### src/aps_pkg.sv
// Constants and types shared by both ends of the converter power-save link.
// Assumes a single 40 MHz reference clock on both ends.
package aps_pkg;

    localparam int unsigned CLK_PERIOD_PS = 25000;

    localparam int unsigned PD_ENTRY_NS    = 10000;
    localparam int unsigned NAP_ENTRY_NS   = 200;
    localparam int unsigned RESUME_US      = 25000;
    localparam int unsigned REF_SETTLE_US  = 4000;
    localparam int unsigned CONV_TIME_NS   = 1100;

    // Longest times round down, least times round up
    localparam int unsigned PD_ENTRY_CYC   = (PD_ENTRY_NS * 1000) / CLK_PERIOD_PS;
    localparam int unsigned NAP_ENTRY_CYC  = (NAP_ENTRY_NS * 1000) / CLK_PERIOD_PS;
    localparam int unsigned CONV_CYC       = (CONV_TIME_NS * 1000 + CLK_PERIOD_PS - 1) / CLK_PERIOD_PS;
    localparam int unsigned RESUME_CYC     = (RESUME_US * 40);
    localparam int unsigned REF_SETTLE_CYC = (REF_SETTLE_US * 40);

    localparam int unsigned RESULT_W       = 18;
    localparam int unsigned TRIM_CONVS     = 2;

    typedef enum logic [1:0] {
        APS_RUN  = 2'b00,
        APS_CONV = 2'b01,
        APS_NAP  = 2'b10,
        APS_DOWN = 2'b11
    } aps_state_t;

endpackage

### src/aps_link_if.sv
// Pins between the converter and its host controller.
// Serial output is three-state: the enable low marks the released pin.
`timescale 1ns/1ps
interface aps_link_if;
    logic shutdown_input;
    logic convert_start;
    logic conversion_qualifier;
    logic frame_sync;
    logic sclk;
    logic serial_out_o;
    logic serial_out_oe;
    logic busy;

    modport dev (
        input  shutdown_input, convert_start, conversion_qualifier, frame_sync, sclk,
        output serial_out_o, serial_out_oe, busy
    );
    modport host (
        output shutdown_input, convert_start, conversion_qualifier, frame_sync, sclk,
        input  serial_out_o, serial_out_oe, busy
    );
endinterface

### src/aps_device.sv
// Converter end: power-down, nap, conversion and serial result shifting.
// Assumes host pins are asynchronous; all of them are synchronised here.
// Assumes sample_i is steady by the end of each conversion.
//
// How it works
// - Shutdown high enters full power-down
// - Power-down within 10 us, output three-stated
// - Shutdown low resumes operation
// - First two results after resume flagged inaccurate
// - Host waits 25 ms resume time
// - Host waits further 4 ms after trims
// - Qualifier low at end: nap within 200 ns
// - Host picks nap per conversion via qualifier
// - Host lengthens sampling after nap
// - Host reads back-to-back, frame sync high
// - Device restarts a read on a frame sync rise; host holds it high
// - Result is 18-bit two's complement, serial
`timescale 1ns/1ps
module aps_device
    import aps_pkg::*;
#(
    parameter int unsigned W = RESULT_W
) (
    // Clock and reset
    input  wire logic         ref_clk_i,
    input  wire logic         rst_b_i,
    // Link
    aps_link_if.dev           link,
    // Analog core stand-in
    input  wire logic [W-1:0] sample_i,
    // Status
    output logic              napping_o,
    output logic              powered_down_o,
    output logic              trim_loading_o
);

    // Two flops per pin; only the second is read by logic
    logic [1:0] pd_s, cv_s, q_s, fs_s, ck_s;
    logic       cv_d, ck_d, fs_d;

    // Shutdown is a level; acted on as soon as the second flop sees it
    always_ff @(posedge ref_clk_i or negedge rst_b_i) begin
        if (!rst_b_i) begin
            pd_s <= 2'h0;
        end else begin
            pd_s <= {pd_s[0], link.shutdown_input};
        end
    end

    // Convert start; only its rising edge starts a conversion
    always_ff @(posedge ref_clk_i or negedge rst_b_i) begin
        if (!rst_b_i) begin
            cv_s <= 2'h0;
            cv_d <= 1'b0;
        end else begin
            cv_s <= {cv_s[0], link.convert_start};
            cv_d <= cv_s[1];
        end
    end

    // Qualifier level, only read at end of conversion
    always_ff @(posedge ref_clk_i or negedge rst_b_i) begin
        if (!rst_b_i) begin
            q_s <= 2'h3;
        end else begin
            q_s <= {q_s[0], link.conversion_qualifier};
        end
    end

    // Frame sync idles high; reset high so no false edge follows reset
    always_ff @(posedge ref_clk_i or negedge rst_b_i) begin
        if (!rst_b_i) begin
            fs_s <= 2'h3;
            fs_d <= 1'b1;
        end else begin
            fs_s <= {fs_s[0], link.frame_sync};
            fs_d <= fs_s[1];
        end
    end

    // Serial clock idles low; one shift per synced rising edge
    always_ff @(posedge ref_clk_i or negedge rst_b_i) begin
        if (!rst_b_i) begin
            ck_s <= 2'h0;
            ck_d <= 1'b0;
        end else begin
            ck_s <= {ck_s[0], link.sclk};
            ck_d <= ck_s[1];
        end
    end

    // Synced levels and edges; each acts three edges after its pin
    wire pd       = pd_s[1];
    wire cv_rise  = cv_s[1] & ~cv_d;
    wire ck_rise  = ck_s[1] & ~ck_d;
    wire fs_rise  = fs_s[1] & ~fs_d;

    // Conversion state and result path
    aps_state_t           state_reg;
    logic [7:0]           conv_cnt_reg;
    logic [1:0]           trim_cnt_reg;
    logic [W-1:0]         shift_reg;
    logic [W-1:0]         result_reg;
    logic                 end_conv;

    // Last timer count; busy falls on the following edge
    assign end_conv = (state_reg == APS_CONV) && (conv_cnt_reg == 8'(CONV_CYC - 1));

    // Power-down takes a few cycles of sync, well inside the limit
    always_ff @(posedge ref_clk_i or negedge rst_b_i) begin
        if (!rst_b_i) begin
            state_reg <= APS_RUN;
        end else begin
            case (state_reg)
                APS_RUN, APS_NAP: begin
                    if (pd) begin
                        state_reg <= APS_DOWN;
                    end else if (cv_rise) begin
                        state_reg <= APS_CONV;
                    end
                end
                APS_CONV: begin
                    if (pd) begin
                        state_reg <= APS_DOWN;
                    end else if (end_conv) begin
                        state_reg <= q_s[1] ? APS_RUN : APS_NAP;
                    end
                end
                // Starts and serial clock are ignored while down
                APS_DOWN: begin
                    if (!pd) begin
                        state_reg <= APS_RUN;
                    end
                end
                default: state_reg <= APS_RUN;
            endcase
        end
    end

    // Conversion timer; cleared outside a conversion, so an aborted one
    // leaves nothing behind for the next start
    always_ff @(posedge ref_clk_i or negedge rst_b_i) begin
        if (!rst_b_i) begin
            conv_cnt_reg <= 8'h00;
        end else if (state_reg != APS_CONV) begin
            conv_cnt_reg <= 8'h00;
        end else if (!end_conv) begin
            conv_cnt_reg <= conv_cnt_reg + 8'h01;
        end
    end

    // Trim reload spans the first conversions after resume
    // A conversion cut short by shutdown never counts
    always_ff @(posedge ref_clk_i or negedge rst_b_i) begin
        if (!rst_b_i) begin
            trim_cnt_reg <= 2'h0;
        end else if (state_reg == APS_DOWN) begin
            trim_cnt_reg <= 2'(TRIM_CONVS);
        end else if (end_conv && trim_cnt_reg != 2'h0) begin
            trim_cnt_reg <= trim_cnt_reg - 2'h1;
        end
    end

    // Last result kept so a frame sync rise can restart the read
    always_ff @(posedge ref_clk_i or negedge rst_b_i) begin
        if (!rst_b_i) begin
            result_reg <= '0;
        end else if (end_conv) begin
            result_reg <= sample_i;
        end
    end

    // MSB first; a frame sync rise reloads the last result
    // Shifting is frozen while powered down
    always_ff @(posedge ref_clk_i or negedge rst_b_i) begin
        if (!rst_b_i) begin
            shift_reg <= '0;
        end else if (state_reg == APS_DOWN) begin
            shift_reg <= shift_reg;
        end else if (end_conv) begin
            shift_reg <= sample_i;
        end else if (fs_rise) begin
            shift_reg <= result_reg;
        end else if (ck_rise) begin
            shift_reg <= {shift_reg[W-2:0], 1'b0};
        end
    end

    assign link.serial_out_o  = shift_reg[W-1];
    // Nap keeps the output driven; only full power-down releases it
    assign link.serial_out_oe = (state_reg != APS_DOWN);
    assign link.busy          = (state_reg == APS_CONV);

    // Status registered so user logic sees clean levels
    always_ff @(posedge ref_clk_i or negedge rst_b_i) begin
        if (!rst_b_i) begin
            napping_o      <= 1'b0;
            powered_down_o <= 1'b0;
            trim_loading_o <= 1'b0;
        end else begin
            napping_o      <= (state_reg == APS_NAP);
            powered_down_o <= (state_reg == APS_DOWN);
            trim_loading_o <= (trim_cnt_reg != 2'h0);
        end
    end

endmodule

### src/flat_wrapper.sv
// flat-port wrapper written by rule: the top's interface ports become plain ports
module aps_device_flat import aps_pkg::*;
#(
    parameter int unsigned W = RESULT_W
)
  (ref_clk_i, rst_b_i, sample_i, napping_o, powered_down_o, trim_loading_o, link_shutdown_input, link_convert_start, link_conversion_qualifier, link_frame_sync, link_sclk, link_serial_out_o, link_serial_out_oe, link_busy);
  aps_link_if link_i ();
  input  wire logic ref_clk_i;
  input  wire logic rst_b_i;
  input  wire logic [W-1:0] sample_i;
  output logic napping_o;
  output logic powered_down_o;
  output logic trim_loading_o;
  input wire logic [$bits(link_i.shutdown_input)-1:0] link_shutdown_input;
  input wire logic [$bits(link_i.convert_start)-1:0] link_convert_start;
  input wire logic [$bits(link_i.conversion_qualifier)-1:0] link_conversion_qualifier;
  input wire logic [$bits(link_i.frame_sync)-1:0] link_frame_sync;
  input wire logic [$bits(link_i.sclk)-1:0] link_sclk;
  output wire logic [$bits(link_i.serial_out_o)-1:0] link_serial_out_o;
  output wire logic [$bits(link_i.serial_out_oe)-1:0] link_serial_out_oe;
  output wire logic [$bits(link_i.busy)-1:0] link_busy;
  assign link_i.shutdown_input = link_shutdown_input;
  assign link_i.convert_start = link_convert_start;
  assign link_i.conversion_qualifier = link_conversion_qualifier;
  assign link_i.frame_sync = link_frame_sync;
  assign link_i.sclk = link_sclk;
  assign link_serial_out_o = link_i.serial_out_o;
  assign link_serial_out_oe = link_i.serial_out_oe;
  assign link_busy = link_i.busy;
  aps_device #(.W(W)) u_core (.ref_clk_i(ref_clk_i), .rst_b_i(rst_b_i), .link(link_i), .sample_i(sample_i), .napping_o(napping_o), .powered_down_o(powered_down_o), .trim_loading_o(trim_loading_o));
endmodule
### config.mk
export PLATFORM = sky130hd
export DESIGN_NAME = aps_device_flat
export DESIGN_NICKNAME = d
export VERILOG_FILES = /design/src/aps_pkg.sv /design/src/aps_link_if.sv /design/src/aps_device.sv /design/src/flat_wrapper.sv
export SDC_FILE = /design/constraint.sdc
export NUM_CORES = 1
export LEC_CHECK = 0
export BUFFER_PORTS_ARGS = -buffer_cell sky130_fd_sc_hd__buf_2
export CAP_MARGIN = 20
export CORE_MARGIN = 1
export CORE_UTILIZATION = 52
export CTS_BUF_LIST = sky130_fd_sc_hd__clkbuf_8 sky130_fd_sc_hd__clkbuf_16
export CTS_CLUSTER_DIAMETER = 80
export DETAILED_ROUTE_END_ITERATION = 8
export PLACE_DENSITY = 0.72
export RECOVER_POWER = 50
export SETUP_SLACK_MARGIN = 0.15
export SYNTH_ARGS = -nofsm -noshare
export SYNTH_HDL_FRONTEND = slang
export SYNTH_SLANG_ARGS = --single-unit
### constraint.sdc
create_clock -name ref_clk_i -period 2.31 [get_ports ref_clk_i]
set_input_delay 0.462 -clock ref_clk_i [delete_from_list [all_inputs] [get_ports ref_clk_i]]
set_output_delay 0.462 -clock ref_clk_i [all_outputs]
set_load 0.1 [all_outputs]
==> impl_metrics.json <==
{
  "cts_tree": "built",
  "tns_ns": 0,
  "wl_per_cell_um": 15.22,
  "yosysMostFrequentCell": "dfrtp_1",
  "pwr-share-clk_pct": 33.9,
  "firstDrtPassIters": 4,
  "async_reset_ff_share_pct": 100.0,
  "dpl_worst_slack_ns": 0.3587,
  "hold_viol_final": 0,
  "place_inst": 321,
  "syn_inst": 227,
  "syn_to_final_growth_pct": 16.39,
  "antennaDiodeCount": 0,
  "cpMaxStageDelayCell": "dfrtp_1",
  "fin_hold_ws_ns": 0.2158,
  "hpwl_mm": 3.303,
  "fp.dieW_um": 76.80,
  "fill_cells": 417,
  "clk_pin_slew_ns": 0.07,
  "p_total_mw": 3.045,
  "drtIter0Drc": 119,
  "fmax_mhz": 511.6,
  "grt_antenna_before_repair": 0,
  "cap_violations": 0,
  "p_int_mw": 2.239,
  "finalMaxSlewViolations": 0,
  "start_kind": "register",
  "cts_buffers": 9,
  "grt-ovfl-total": 0,
  "p_sw_share_pct": 26.47,
  "crit_chain": "ha_1 -> and4bb_1 -> nand3_2 -> a31oi_4 -> buf_12 -> mux2_2",
  "status": "finished, final reports clean",
  "start_util_pct": 55.54,
  "syn-cell-area_um2": 2909,
  "yosys_warnings": 0,
  "critPathRequiredTime_ns": 2.53,
  "clock-sinks": 64,
  "grt_pass1_wl_mm": 9.080,
  "synth_fp_nets": 254,
  "synthTopCellsByCount": "dfrtp_1 (59), mux2_2 (26), a21oi_1 (22), mux2i_1 (19), nor4_1 (17)",
  "ys_seq_area_share_pct": 55.27,
  "post-cts-setup-buffers": 0,
  "setup-violations-final": 0,
  "track_usage_pct": 20.01,
  "rsz0062_at_grt": "no",
  "crit_family": "simple AND/OR/NAND/NOR gates",
  "critPathBufInv": 1,
  "clock-root-buffer": "clkbuf_8",
  "yosysTopAreaCell": "dfrtp_1",
  "powerDensity_nw_per_um2": 899.5,
  "synthDistinctLibCells": 34,
  "portBuffers": 30,
  "synth_flop_cell": "dfrtp_1",
  "die-area_um2": 5897,
  "hp-class": "in2reg",
  "gr-usage-met1_pct": 22.62,
  "p_seq_share_pct": 46.0,
  "post-route-util_pct": 64.64,
  "slew_headroom_pct": 4.030,
  "critPathMaxStageDelay_ns": 0.41,
  "drtAntennaViolNets": 0,
  "globalplace.congestion": 0.7966,
  "drc": 0,
  "drive_above_1_share_pct": 35.96,
  "combPwrFrac_pct": 20.1,
  "coreArea_um2": 5238,
  "routed_wirelength_mm": 5.129,
  "arrival_ns": 2.18,
  "path_class": "reg2reg",
  "worst_pin_slew_ns": 1.440,
  "fin_cells": 337,
  "cellLeakagePower_nw": 1.524,
  "peakVddDrop_v": 0.0004488,
  "period_needed_ns": 1.955,
  "placementRows": 26,
  "clk-insertion-delay-late_ns": 0.34,
  "synth_edf_count": 0,
  "min_period_over_period_pct": 84.62,
  "avgSynthCellArea_um2": 12.82,
  "synth_top_area_share_pct": 50.75,
  "finClkSkew_ns": 0.003048,
  "grt_pass1_vias": 2066,
  "synth-seq-cells": 64,
  "htree_levels": 3,
  "setup_ws_ns": 0.3553,
  "layout.nets": 289,
  "busiest_layer": "met2",
  "cp_max_fo": 18,
  "via_per_inst": 5.531,
  "synth.area.top_cells": "dfrtp_1 (51%), mux2_2 (10%), mux2i_1 (6.5%)",
  "end_kind": "register",
  "p_sw_mw": 0.8062,
  "dpl-instance-area_um2": 3171,
  "grt_use_met3_pct": 7.024,
  "grt_max_degree": 39,
  "pin_count": 31,
  "cts_buffer_depth": 2,
  "fp.dieH_um": 76.80,
  "vias": 1864,
  "fin_area_um2": 3386,
  "grt_use_met2_pct": 34.29
}
## worst paths after layout
check,startpoint,end,slack [ns],cells after the start
worst max-delay path,u_core.conv_cnt_reg[1],u_core.shift_reg[4],0.36,6
worst min-delay path,link_conversion_qualifier,u_core.q_s[0],0.22,1
worst max register to register,u_core.conv_cnt_reg[1],u_core.shift_reg[4],0.36,6
min in group asynchronous,rst_b_i,u_core.result_reg[2],0.45,1
max in group asynchronous,rst_b_i,u_core.conv_cnt_reg[2],1.01,2
worst min register to register,u_core.ck_s[0],u_core.ck_s[1],0.35,0
## power by group through the flow
| stage | clock network (mW) | registers, mW | logic, mW |
|---|---|---|---|
| floorplan | 0 | 1.48 | 0.406 |
| finish | 1.03 | 1.40 | 0.611 |
| detailed placement | 0 | 1.42 | 0.616 |
| global route | 1.11 | 1.42 | 0.665 |
| CTS | 1.05 | 1.40 | 0.619 |
| global placement | 0 | 1.42 | 0.601 |
## logic make-up (layout without fill, tap and decap cells)
kind of cell | after synthesis | in the layout | share of synthesized area [%]
flops | 64 | 64 | 55.27
mux | 54 | 54 | 21.25
simple gates | 54 | 54 | 11.83
compound gates | 28 | 28 | 5.463
buf+inv | 20 | 60 | 3.828
xor+xnor | 5 | 5 | 1.506
fa+ha+maj | 2 | 2 | 0.8601
## layout make-up
cell class              instances  area (um2)  share of cell area [%]
repair buffers                 37       254.0                   7.502
multi-input cells             143        1192                   35.22
well taps                      70       87.58                   2.587
clock inverters                 6       76.32                   2.254
clock buffers                  10       137.6                   4.065
flip-flops and latches         64        1608                   47.49
inverters                       7       30.03                  0.8869
## repair_timing
item	in CTS	in global routing
hold buffers	0	0
endpoints found under the setup margin	1	1
hold endpoints to repair	0	0
gates resized for setup	1	1
## routing by layer
| metal | vias to the layer above | share of wire, % |
|---|---|---|
| li1 | 884 | - |
| met4 | 0 | 1.3 |
| met1 | 934 | 45 |
| met2 | 38 | 50 |
| met3 | 8 | 3.9 |
| met5 | - | 0 |
## worst reg2reg max path: cells and delay by family, from the launching register on
kind                     cells  cell delay, ns
flip-flops                   1            0.41
adder cells (fa/ha/maj)      1            0.26
AND/OR/NAND/NOR              2            0.42
buffers and inverters        1            0.20
AO/OA/AOI/OAI                1            0.20
multiplexers                 1            0.35
## cell usage in the layout, fill, tap and decap left out, types with 7 or more instances in the layout
cell,netlist,routed
clkbuf_8,0,10
nor2_1,8,8
dfrtp_1,59,59
nor4_1,17,17
nand2_1,7,7
mux2_4,9,9
a21oi_1,22,22
inv_1,7,9
buf_2,5,28
mux2_2,26,26
mux2i_1,19,19
Power figures use the tool's default switching activity.
